**src/hw/startup_supervisor_defs.vh**
```
// constants for the motor startup supervisor: register map, setting ranges,
// reset values, hysteresis factors and timing.
// assumes a 40 MHz clock and currents given in percent of the input rated current.
`ifndef STARTUP_SUPERVISOR_DEFS_VH
`define STARTUP_SUPERVISOR_DEFS_VH

// register byte addresses
`define REG_CTRL          8'h00
`define REG_RATIO         8'h04
`define REG_START_THR     8'h08
`define REG_IDLE_THR      8'h0C
`define REG_START_TIME    8'h10
`define REG_RESTART_TIME  8'h14
`define REG_STATUS        8'h18
`define REG_IMAX          8'h1C
`define REG_TIMERS        8'h20
`define REG_START_COUNT   8'h24

// field positions
`define CTRL_OPER_BIT     0
`define ST_STARTING_BIT   0
`define ST_RUNNING_BIT    1
`define ST_PROLONGED_BIT  2
`define ST_BLOCKED_BIT    3
`define ST_HIGH_BIT       4
`define ST_STATE_LSB      8

// setting ranges and resets
`define RATIO_MIN         16'h0014
`define RATIO_MAX         16'h0096
`define RATIO_RST         16'h0064
`define START_THR_MIN     16'h0032
`define START_THR_MAX     16'h03E8
`define START_THR_RST     16'h00C8
`define IDLE_THR_MIN      16'h0005
`define IDLE_THR_MAX      16'h0032
`define IDLE_THR_RST      16'h000A
`define START_TIME_MIN    16'h0001
`define START_TIME_MAX    16'h0064
`define START_TIME_RST    16'h0005
`define RESTART_TIME_MIN  16'h000A
`define RESTART_TIME_MAX  16'h1388
`define RESTART_TIME_RST  16'h0014

// hysteresis, in percent of the pick-up level
`define PCT_FULL          32'h0000_0064
`define PCT_START_RESET   32'h0000_005F
`define PCT_IDLE_RESET    32'h0000_0046

// timing
`define CLK_HZ            40000000
`define TIMER_STEP_S      1
`define TICK_CYCLES       (`CLK_HZ * `TIMER_STEP_S)

`endif

```
**src/hw/hyst_compare.v**
```verilog
// hysteresis comparator of a current against a threshold scaled by the ratio.
// assumes value in percent of input rated current, threshold in percent of motor rating.
`timescale 1ns/1ps
`default_nettype none
`include "startup_supervisor_defs.vh"
module hyst_compare #(
    parameter [31:0] RESET_PCT = `PCT_START_RESET
) (
    // clock and reset
    input  wire        clk_i,
    input  wire        rst_i,
    // operands
    input  wire        enable_i,
    input  wire [15:0] value_i,
    input  wire [15:0] thr_i,
    input  wire [15:0] ratio_i,
    // result
    output reg         above_o
);
    wire [31:0] lhs;
    wire [31:0] base;
    wire [31:0] on_lim;
    wire [31:0] off_lim;

    // value*100*100 against thr*ratio*pct keeps every term integer
    assign lhs     = {16'h0000, value_i} * `PCT_FULL * `PCT_FULL;
    assign base    = {16'h0000, thr_i} * {16'h0000, ratio_i};
    assign on_lim  = base * `PCT_FULL;
    assign off_lim = base * RESET_PCT;

    always @(posedge clk_i) begin
        if (rst_i || !enable_i) begin
            above_o <= 1'b0;
        end else if (above_o) begin
            above_o <= (lhs >= off_lim);
        end else begin
            above_o <= (lhs > on_lim);
        end
    end
endmodule
`default_nettype wire

```
**src/hw/startup_supervisor.v**
```verilog
// motor startup supervisor with a classic wishbone register slave.
// assumes phase magnitudes come from logic on clk_i, held between valid strobes.
`timescale 1ns/1ps
`default_nettype none
`include "startup_supervisor_defs.vh"
module startup_supervisor #(
    parameter [31:0] TICK_CYCLES = `TICK_CYCLES
) (
    // clock and reset
    input  wire        clk_i,
    input  wire        rst_i,
    // wishbone slave
    input  wire        cyc_i,
    input  wire        stb_i,
    input  wire        we_i,
    input  wire [7:0]  adr_i,
    input  wire [3:0]  sel_i,
    input  wire [31:0] dat_i,
    output reg  [31:0] dat_o,
    output reg         ack_o,
    // phase-current magnitudes, percent of input rated current
    input  wire        meas_valid_i,
    input  wire [15:0] mag_a_i,
    input  wire [15:0] mag_b_i,
    input  wire [15:0] mag_c_i,
    // status outputs
    output reg         starting_flag_o,
    output reg         running_flag_o,
    output reg         prolonged_start_flag_o,
    output reg         restart_blocked_flag_o
);
    localparam [1:0] ST_IDLE     = 2'b00;
    localparam [1:0] ST_STARTING = 2'b01;
    localparam [1:0] ST_RUN      = 2'b10;

    // largest of three magnitudes
    function [15:0] max3;
        input [15:0] a;
        input [15:0] b;
        input [15:0] c;
        reg   [15:0] m;
        begin
            m = (a > b) ? a : b;
            max3 = (m > c) ? m : c;
        end
    endfunction

    // byte-lane merge of a 16-bit field
    function [15:0] merge16;
        input [15:0] old;
        input [31:0] wd;
        input [3:0]  sel;
        begin
            merge16 = {sel[1] ? wd[15:8] : old[15:8], sel[0] ? wd[7:0] : old[7:0]};
        end
    endfunction

    // limit a setting to its range
    function [15:0] clamp16;
        input [15:0] v;
        input [15:0] lo;
        input [15:0] hi;
        begin
            clamp16 = (v < lo) ? lo : ((v > hi) ? hi : v);
        end
    endfunction

    reg         oper_q;
    reg  [15:0] ratio_q;
    reg  [15:0] start_thr_q;
    reg  [15:0] idle_thr_q;
    reg  [15:0] start_time_q;
    reg  [15:0] restart_time_q;
    reg  [15:0] imax_q;
    reg  [1:0]  state_q;
    reg  [1:0]  state_d;
    reg  [31:0] tick_cnt_q;
    reg         tick_q;
    reg  [15:0] start_left_q;
    reg  [15:0] start_left_d;
    reg  [15:0] inhibit_left_q;
    reg  [15:0] inhibit_left_d;
    reg         idle_above_prev_q;
    reg  [15:0] start_count_q;
    reg         prolonged_d;
    reg         load_inhibit;
    reg         start_event;
    wire        idle_above;
    wire        high_above;
    wire        wb_req;
    wire        wb_wr;
    wire [15:0] wr_ratio;
    wire [15:0] wr_start_thr;
    wire [15:0] wr_idle_thr;
    wire [15:0] wr_start_time;
    wire [15:0] wr_restart_time;

    assign wb_req = cyc_i & stb_i & ~ack_o;
    assign wb_wr  = wb_req & we_i;

    assign wr_ratio        = clamp16(merge16(ratio_q, dat_i, sel_i),
                                     `RATIO_MIN, `RATIO_MAX);
    assign wr_start_thr    = clamp16(merge16(start_thr_q, dat_i, sel_i),
                                     `START_THR_MIN, `START_THR_MAX);
    assign wr_idle_thr     = clamp16(merge16(idle_thr_q, dat_i, sel_i),
                                     `IDLE_THR_MIN, `IDLE_THR_MAX);
    assign wr_start_time   = clamp16(merge16(start_time_q, dat_i, sel_i),
                                     `START_TIME_MIN, `START_TIME_MAX);
    assign wr_restart_time = clamp16(merge16(restart_time_q, dat_i, sel_i),
                                     `RESTART_TIME_MIN, `RESTART_TIME_MAX);

    // settings registers, clamped to range on write
    always @(posedge clk_i) begin
        if (rst_i) begin
            oper_q         <= 1'b0;
            ratio_q        <= `RATIO_RST;
            start_thr_q    <= `START_THR_RST;
            idle_thr_q     <= `IDLE_THR_RST;
            start_time_q   <= `START_TIME_RST;
            restart_time_q <= `RESTART_TIME_RST;
        end else if (wb_wr) begin
            case (adr_i)
                `REG_CTRL: begin
                    if (sel_i[0]) begin
                        oper_q <= dat_i[`CTRL_OPER_BIT];
                    end
                end
                `REG_RATIO:        ratio_q        <= wr_ratio;
                `REG_START_THR:    start_thr_q    <= wr_start_thr;
                `REG_IDLE_THR:     idle_thr_q     <= wr_idle_thr;
                `REG_START_TIME:   start_time_q   <= wr_start_time;
                `REG_RESTART_TIME: restart_time_q <= wr_restart_time;
                default: begin
                end
            endcase
        end
    end

    // read mux and single-cycle acknowledge
    always @(posedge clk_i) begin
        if (rst_i) begin
            ack_o <= 1'b0;
            dat_o <= 32'h0000_0000;
        end else begin
            ack_o <= wb_req;
            dat_o <= 32'h0000_0000;
            if (wb_req && !we_i) begin
                case (adr_i)
                    `REG_CTRL:         dat_o <= {31'h0000_0000, oper_q};
                    `REG_RATIO:        dat_o <= {16'h0000, ratio_q};
                    `REG_START_THR:    dat_o <= {16'h0000, start_thr_q};
                    `REG_IDLE_THR:     dat_o <= {16'h0000, idle_thr_q};
                    `REG_START_TIME:   dat_o <= {16'h0000, start_time_q};
                    `REG_RESTART_TIME: dat_o <= {16'h0000, restart_time_q};
                    `REG_STATUS: begin
                        dat_o[`ST_STARTING_BIT]  <= starting_flag_o;
                        dat_o[`ST_RUNNING_BIT]   <= running_flag_o;
                        dat_o[`ST_PROLONGED_BIT] <= prolonged_start_flag_o;
                        dat_o[`ST_BLOCKED_BIT]   <= restart_blocked_flag_o;
                        dat_o[`ST_HIGH_BIT]      <= high_above;
                        dat_o[`ST_STATE_LSB+1:`ST_STATE_LSB] <= state_q;
                    end
                    `REG_IMAX:         dat_o <= {16'h0000, imax_q};
                    `REG_TIMERS:       dat_o <= {inhibit_left_q, start_left_q};
                    `REG_START_COUNT:  dat_o <= {16'h0000, start_count_q};
                    default:           dat_o <= 32'h0000_0000;
                endcase
            end
        end
    end

    // largest phase magnitude, captured on each valid measurement
    always @(posedge clk_i) begin
        if (rst_i) begin
            imax_q <= 16'h0000;
        end else if (meas_valid_i) begin
            imax_q <= max3(mag_a_i, mag_b_i, mag_c_i);
        end
    end

    // idle and startup current comparators
    hyst_compare #(
        .RESET_PCT (`PCT_IDLE_RESET)
    ) u_idle_cmp (
        .clk_i    (clk_i),
        .rst_i    (rst_i),
        .enable_i (oper_q),
        .value_i  (imax_q),
        .thr_i    (idle_thr_q),
        .ratio_i  (ratio_q),
        .above_o  (idle_above)
    );

    hyst_compare #(
        .RESET_PCT (`PCT_START_RESET)
    ) u_high_cmp (
        .clk_i    (clk_i),
        .rst_i    (rst_i),
        .enable_i (oper_q),
        .value_i  (imax_q),
        .thr_i    (start_thr_q),
        .ratio_i  (ratio_q),
        .above_o  (high_above)
    );

    // one-second tick
    always @(posedge clk_i) begin
        if (rst_i || !oper_q) begin
            tick_cnt_q <= 32'h0000_0000;
            tick_q     <= 1'b0;
        end else if (tick_cnt_q >= TICK_CYCLES - 32'h0000_0001) begin
            tick_cnt_q <= 32'h0000_0000;
            tick_q     <= 1'b1;
        end else begin
            tick_cnt_q <= tick_cnt_q + 32'h0000_0001;
            tick_q     <= 1'b0;
        end
    end

    // supervision state machine
    always @* begin
        state_d      = state_q;
        start_left_d = start_left_q;
        prolonged_d  = prolonged_start_flag_o;
        load_inhibit = 1'b0;
        start_event  = 1'b0;
        case (state_q)
            ST_IDLE: begin
                prolonged_d = 1'b0;
                if (idle_above && !idle_above_prev_q) begin
                    start_event  = 1'b1;
                    start_left_d = start_time_q;
                    state_d      = ST_STARTING;
                end
            end
            ST_STARTING: begin
                if (!idle_above) begin
                    load_inhibit = 1'b1;
                    start_left_d = 16'h0000;
                    state_d      = ST_IDLE;
                end else if (tick_q) begin
                    if (start_left_q <= 16'h0001) begin
                        start_left_d = 16'h0000;
                        load_inhibit = 1'b1;
                        prolonged_d  = high_above;
                        state_d      = ST_RUN;
                    end else begin
                        start_left_d = start_left_q - 16'h0001;
                    end
                end
            end
            ST_RUN: begin
                prolonged_d = prolonged_start_flag_o & high_above;
                if (!idle_above) begin
                    state_d = ST_IDLE;
                end
            end
            default: begin
                state_d      = ST_IDLE;
                start_left_d = 16'h0000;
                prolonged_d  = 1'b0;
            end
        endcase
    end

    // restart-inhibit countdown
    always @* begin
        inhibit_left_d = inhibit_left_q;
        if (load_inhibit) begin
            inhibit_left_d = restart_time_q;
        end else if (tick_q && inhibit_left_q != 16'h0000) begin
            inhibit_left_d = inhibit_left_q - 16'h0001;
        end
    end

    always @(posedge clk_i) begin
        if (rst_i || !oper_q) begin
            state_q                <= ST_IDLE;
            start_left_q           <= 16'h0000;
            inhibit_left_q         <= 16'h0000;
            idle_above_prev_q      <= 1'b0;
            starting_flag_o        <= 1'b0;
            running_flag_o         <= 1'b0;
            prolonged_start_flag_o <= 1'b0;
            restart_blocked_flag_o <= 1'b0;
        end else begin
            state_q                <= state_d;
            start_left_q           <= start_left_d;
            inhibit_left_q         <= inhibit_left_d;
            idle_above_prev_q      <= idle_above;
            starting_flag_o        <= (state_d == ST_STARTING);
            running_flag_o         <= idle_above;
            prolonged_start_flag_o <= prolonged_d;
            restart_blocked_flag_o <= (inhibit_left_d != 16'h0000);
        end
    end

    // number of recognised starts, wraps
    always @(posedge clk_i) begin
        if (rst_i) begin
            start_count_q <= 16'h0000;
        end else if (oper_q && start_event) begin
            start_count_q <= start_count_q + 16'h0001;
        end
    end
endmodule
`default_nettype wire

```
**config.mk**
```make
export PLATFORM = sky130hd
export DESIGN_NAME = startup_supervisor
export DESIGN_NICKNAME = d
export VERILOG_FILES = /design/src/hw/hyst_compare.v /design/src/hw/startup_supervisor.v
export VERILOG_INCLUDE_DIRS = /design/src /design/src/hw
export SDC_FILE = /design/constraint.sdc
export NUM_CORES = 2
export LEC_CHECK = 0
export BUFFER_PORTS_ARGS = -buffer_cell sky130_fd_sc_hd__buf_2
export CAP_MARGIN = 20
export CORE_UTILIZATION = 50
export CTS_CLUSTER_SIZE = 16
export DETAILED_ROUTE_END_ITERATION = 10
export HOLD_SLACK_MARGIN = 0.15
export PLACE_DENSITY_LB_ADDON = 0.08
export SLEW_MARGIN = 20
export SYNTH_ARGS = -nofsm -noshare
export SYNTH_HDL_FRONTEND = slang
export SYNTH_SLANG_ARGS = --single-unit
export TNS_END_PERCENT = 30
```
**constraint.sdc**
```tcl
create_clock -name clk_i -period 11.4 [get_ports clk_i]
set_input_delay 0.57 -clock clk_i [delete_from_list [all_inputs] [get_ports clk_i]]
set_output_delay 0.57 -clock clk_i [all_outputs]
set_load 0.1 [all_outputs]
```
==> results.ini <==
[placed_design]
place_area_mm2 = 0.0493
hpwlAfterDp_um = 103000
port_buffers = 116
place.gp.congestion = 0.960
dp.cells = 6855
preCtsSetupSlack_ps = 168

[synth]
ys_seq_area_share_pct = 9.52
muxShareOfSynthArea_pct = 1.04
synthCells = 5517
synth-xor-area-share_pct = 5.67
ys_async_sr_fraction_pct = 0
synth_cell_types = 84
yosysWarnings = 0
syn_avg_cell_area_um2 = 8.35
synth_top_family_by_area = adder cells
ys_ff_latch = 219
synth_compound_area_share_pct = 13.0
synth_flop_cell = dfxtp_1
syn_area_mm2 = 0.0461
synthSimpleGateAreaFrac_pct = 15.0
synthAdderAreaFrac_pct = 45.0
synth-edff-count = 0

[power]
p_switching_mw = 3.46
swShare_pct = 51.2
ir_worst_vdd_v = 0.000332
seq_power_share_pct = 11.7
p_int_mw = 3.30
power_frac_comb_pct = 75.8
power.density_mw_per_mm2 = 134
p_clk_share_pct = 12.4
finalPower_mw = 6.75
p_leak_nw = 26.2

[critical_path]
end_kind = flip-flop
cp.required_ps = 11900
crit_arrival_ps = 11450
reg2reg_depth = 41
critPathKind = reg -> reg
slowest_delay_ps = 570
worstPathBufferInverterCount = 9
slowest_stage = fa_1
crit_fanout = 17
startpoint_type = flip-flop
crit_family = adder cells
cp.depth = 41

[floorplan]
start_util_pct = 50.9
coreArea_mm2 = 0.0906
dieArea_mm2 = 0.0933
die-height_um = 306
num_rows = 110
chipWidth_um = 306
io_pins = 135

[sta]
setup_tns_ps = 0
worstMarginPinSlew_ps = 1050
setup_viol = 0
finalMaxSlewViolations = 0
finClkSkew_ps = 31.8
postLayoutSetupSlackWorst_ps = 451
hold_violations = 0
finalCritPeriodShare_pct = 96.0
rsz0062_at_grt = true
final.min_clock_period_ps = 10950
fmax_ghz = 0.0913
max_slew_margin_pct = 29.6

[clock_network]
cts_tree = yes
clk_latency_ps = 570
cts_max_level = 1
clk_path_buf_depth = 3
cts.sinks = 219
root_buffer = clkbuf_16
numCtsBuffers = 24
cts.clk_slew.worst_paths_ps = 70
hold_buffers = 0

[detailed_routing]
first_pass_iters = 7
drc = 0
vias = 37200
wl_per_cell_um = 17.8
via_per_inst = 5.39
routed_wl_um = 123000
postRouteAntennaNets = 0
drt-initial-drc-count = 2093

[flow_run]
drv_cap = 0

[cells_and_area]
layout_common_cells = inv_1, ha_1, fa_1
drive_above_1_share_pct = 8.93
finalInstanceArea_mm2 = 0.0503
fin_nets = 7113
layoutNonFillerInstCount = 6898
layout_commonest_cell = inv_1
area_delta_synth_final_pct = 9.26
antenna_cells = 0

[global_routing]
grt_pass1_vias = 37400
grt_usage_pct = 26.6
overflow = 0
grt_max_degree = 54
grt_first_pass_wirelength_um = 200000
grt_antenna_before_repair = 2

[min_path]
whs_path_depth = 3
worstHoldPathType = in -> reg

[outcome]
outcome = completed

[worst min-delay path, cell delays in order]
cell	delay, ps
buf_2	100
nand2_1	70
nor3_1	60
[cells by family (layout without fill, tap and decap cells)]
logic type / count (synthesis) / in the layout
DFF: 219 / 219
AOI/OAI and AO/OA: 916 / 916
and+or+nand+nor: 1421 / 1421
xor gates and xnor gates: 295 / 295
buffers and inverters: 1310 / 1510
adders and majority gates: 1309 / 1309
muxes: 46 / 46
other: 1 / 6
[timing repair]
| item | 4_1_cts | 5_1_grt |
|---|---|---|
| setup endpoints to repair | 0 | 2 |
| resized for setup | 0 | 57 |
| buffers inserted | 0 | 1 |
[cell usage after synthesis, types with 27 or more instances]
cell type | n | share of area (%)
nand2b_1 | 47 | 0.64
a21o_1 | 129 | 2.1
nand4_1 | 36 | 0.49
ha_1 | 729 | 20
dfxtp_1 | 219 | 9.5
nor4_1 | 30 | 0.41
nand2_1 | 474 | 3.9
fa_1 | 580 | 25
inv_1 | 1107 | 9.0
a22oi_1 | 36 | 0.59
o21ai_0 | 190 | 2.1
xor2_1 | 118 | 2.2
nor2_1 | 277 | 2.3
o21a_1 | 35 | 0.57
and2_1 | 301 | 4.1
a31oi_1 | 27 | 0.37
xnor2_1 | 175 | 3.3
nor3_1 | 57 | 0.62
clkbuf_1 | 192 | 1.6
a21oi_1 | 250 | 2.7
nand3_1 | 66 | 0.72
nor2b_1 | 37 | 0.50
mux2i_1 | 30 | 0.65
[sequential cells by signal, summed over array words and instances (netlist names), 2 cells and up]
name            count
ratio_q            16
state_q             2
restart_time_q     16
start_count_q      16
idle_thr_q         16
start_thr_q        16
imax_q             16
start_left_q       16
dat_o              32
tick_cnt_q         32
start_time_q       16
inhibit_left_q     16
[path summary, 6_finish.rpt]
path,start,end,slack (ps)
min reg2reg,tick_cnt_q[0],tick_cnt_q[0],450
min,stb_i,ack_o,280
max,ratio_q[3],u_idle_cmp.above_o,450
max reg2reg,ratio_q[3],u_idle_cmp.above_o,450
[power groups by stage]
stage	combinational [mW]	sequential (mW)	clock, mW
after floorplan	3.46	0.800	0
after global placement	4.98	0.811	0
after detailed placement	5.06	0.812	0
after CTS	5.11	0.794	0.857
after global routing	5.86	0.794	0.877
final	5.12	0.793	0.839
[through the flow]
stage	hold WS, ps	util [%]
2_1_floorplan	418	-
3_3_place_gp	426	54.4
3_5_place_dp	439	54.4
4_1_cts	265	55.3
5_1_grt	320	55.6
6_report	282	55.6
[metal layers]
metal,global-route usage (%),wire (µm),vias to the layer above
met5,0,20,-
met3,1.73,5060,163
met2,44.8,57100,840
li1,-,-,18200
met4,7.79,4050,2
met1,36.7,56600,18000
[cell type report]
class / instances / area, µm²
Clock inverter: 11 / 163
Fill cell: 8576 / 40200
Sequential cell: 219 / 4420
Clock buffer: 31 / 657
Timing Repair Buffer: 357 / 2490
Tap cell: 1176 / 1470
Inverter: 1111 / 4170
Multi-Input combinational cell: 3993 / 36900
Power figures use the tool's default switching activity.
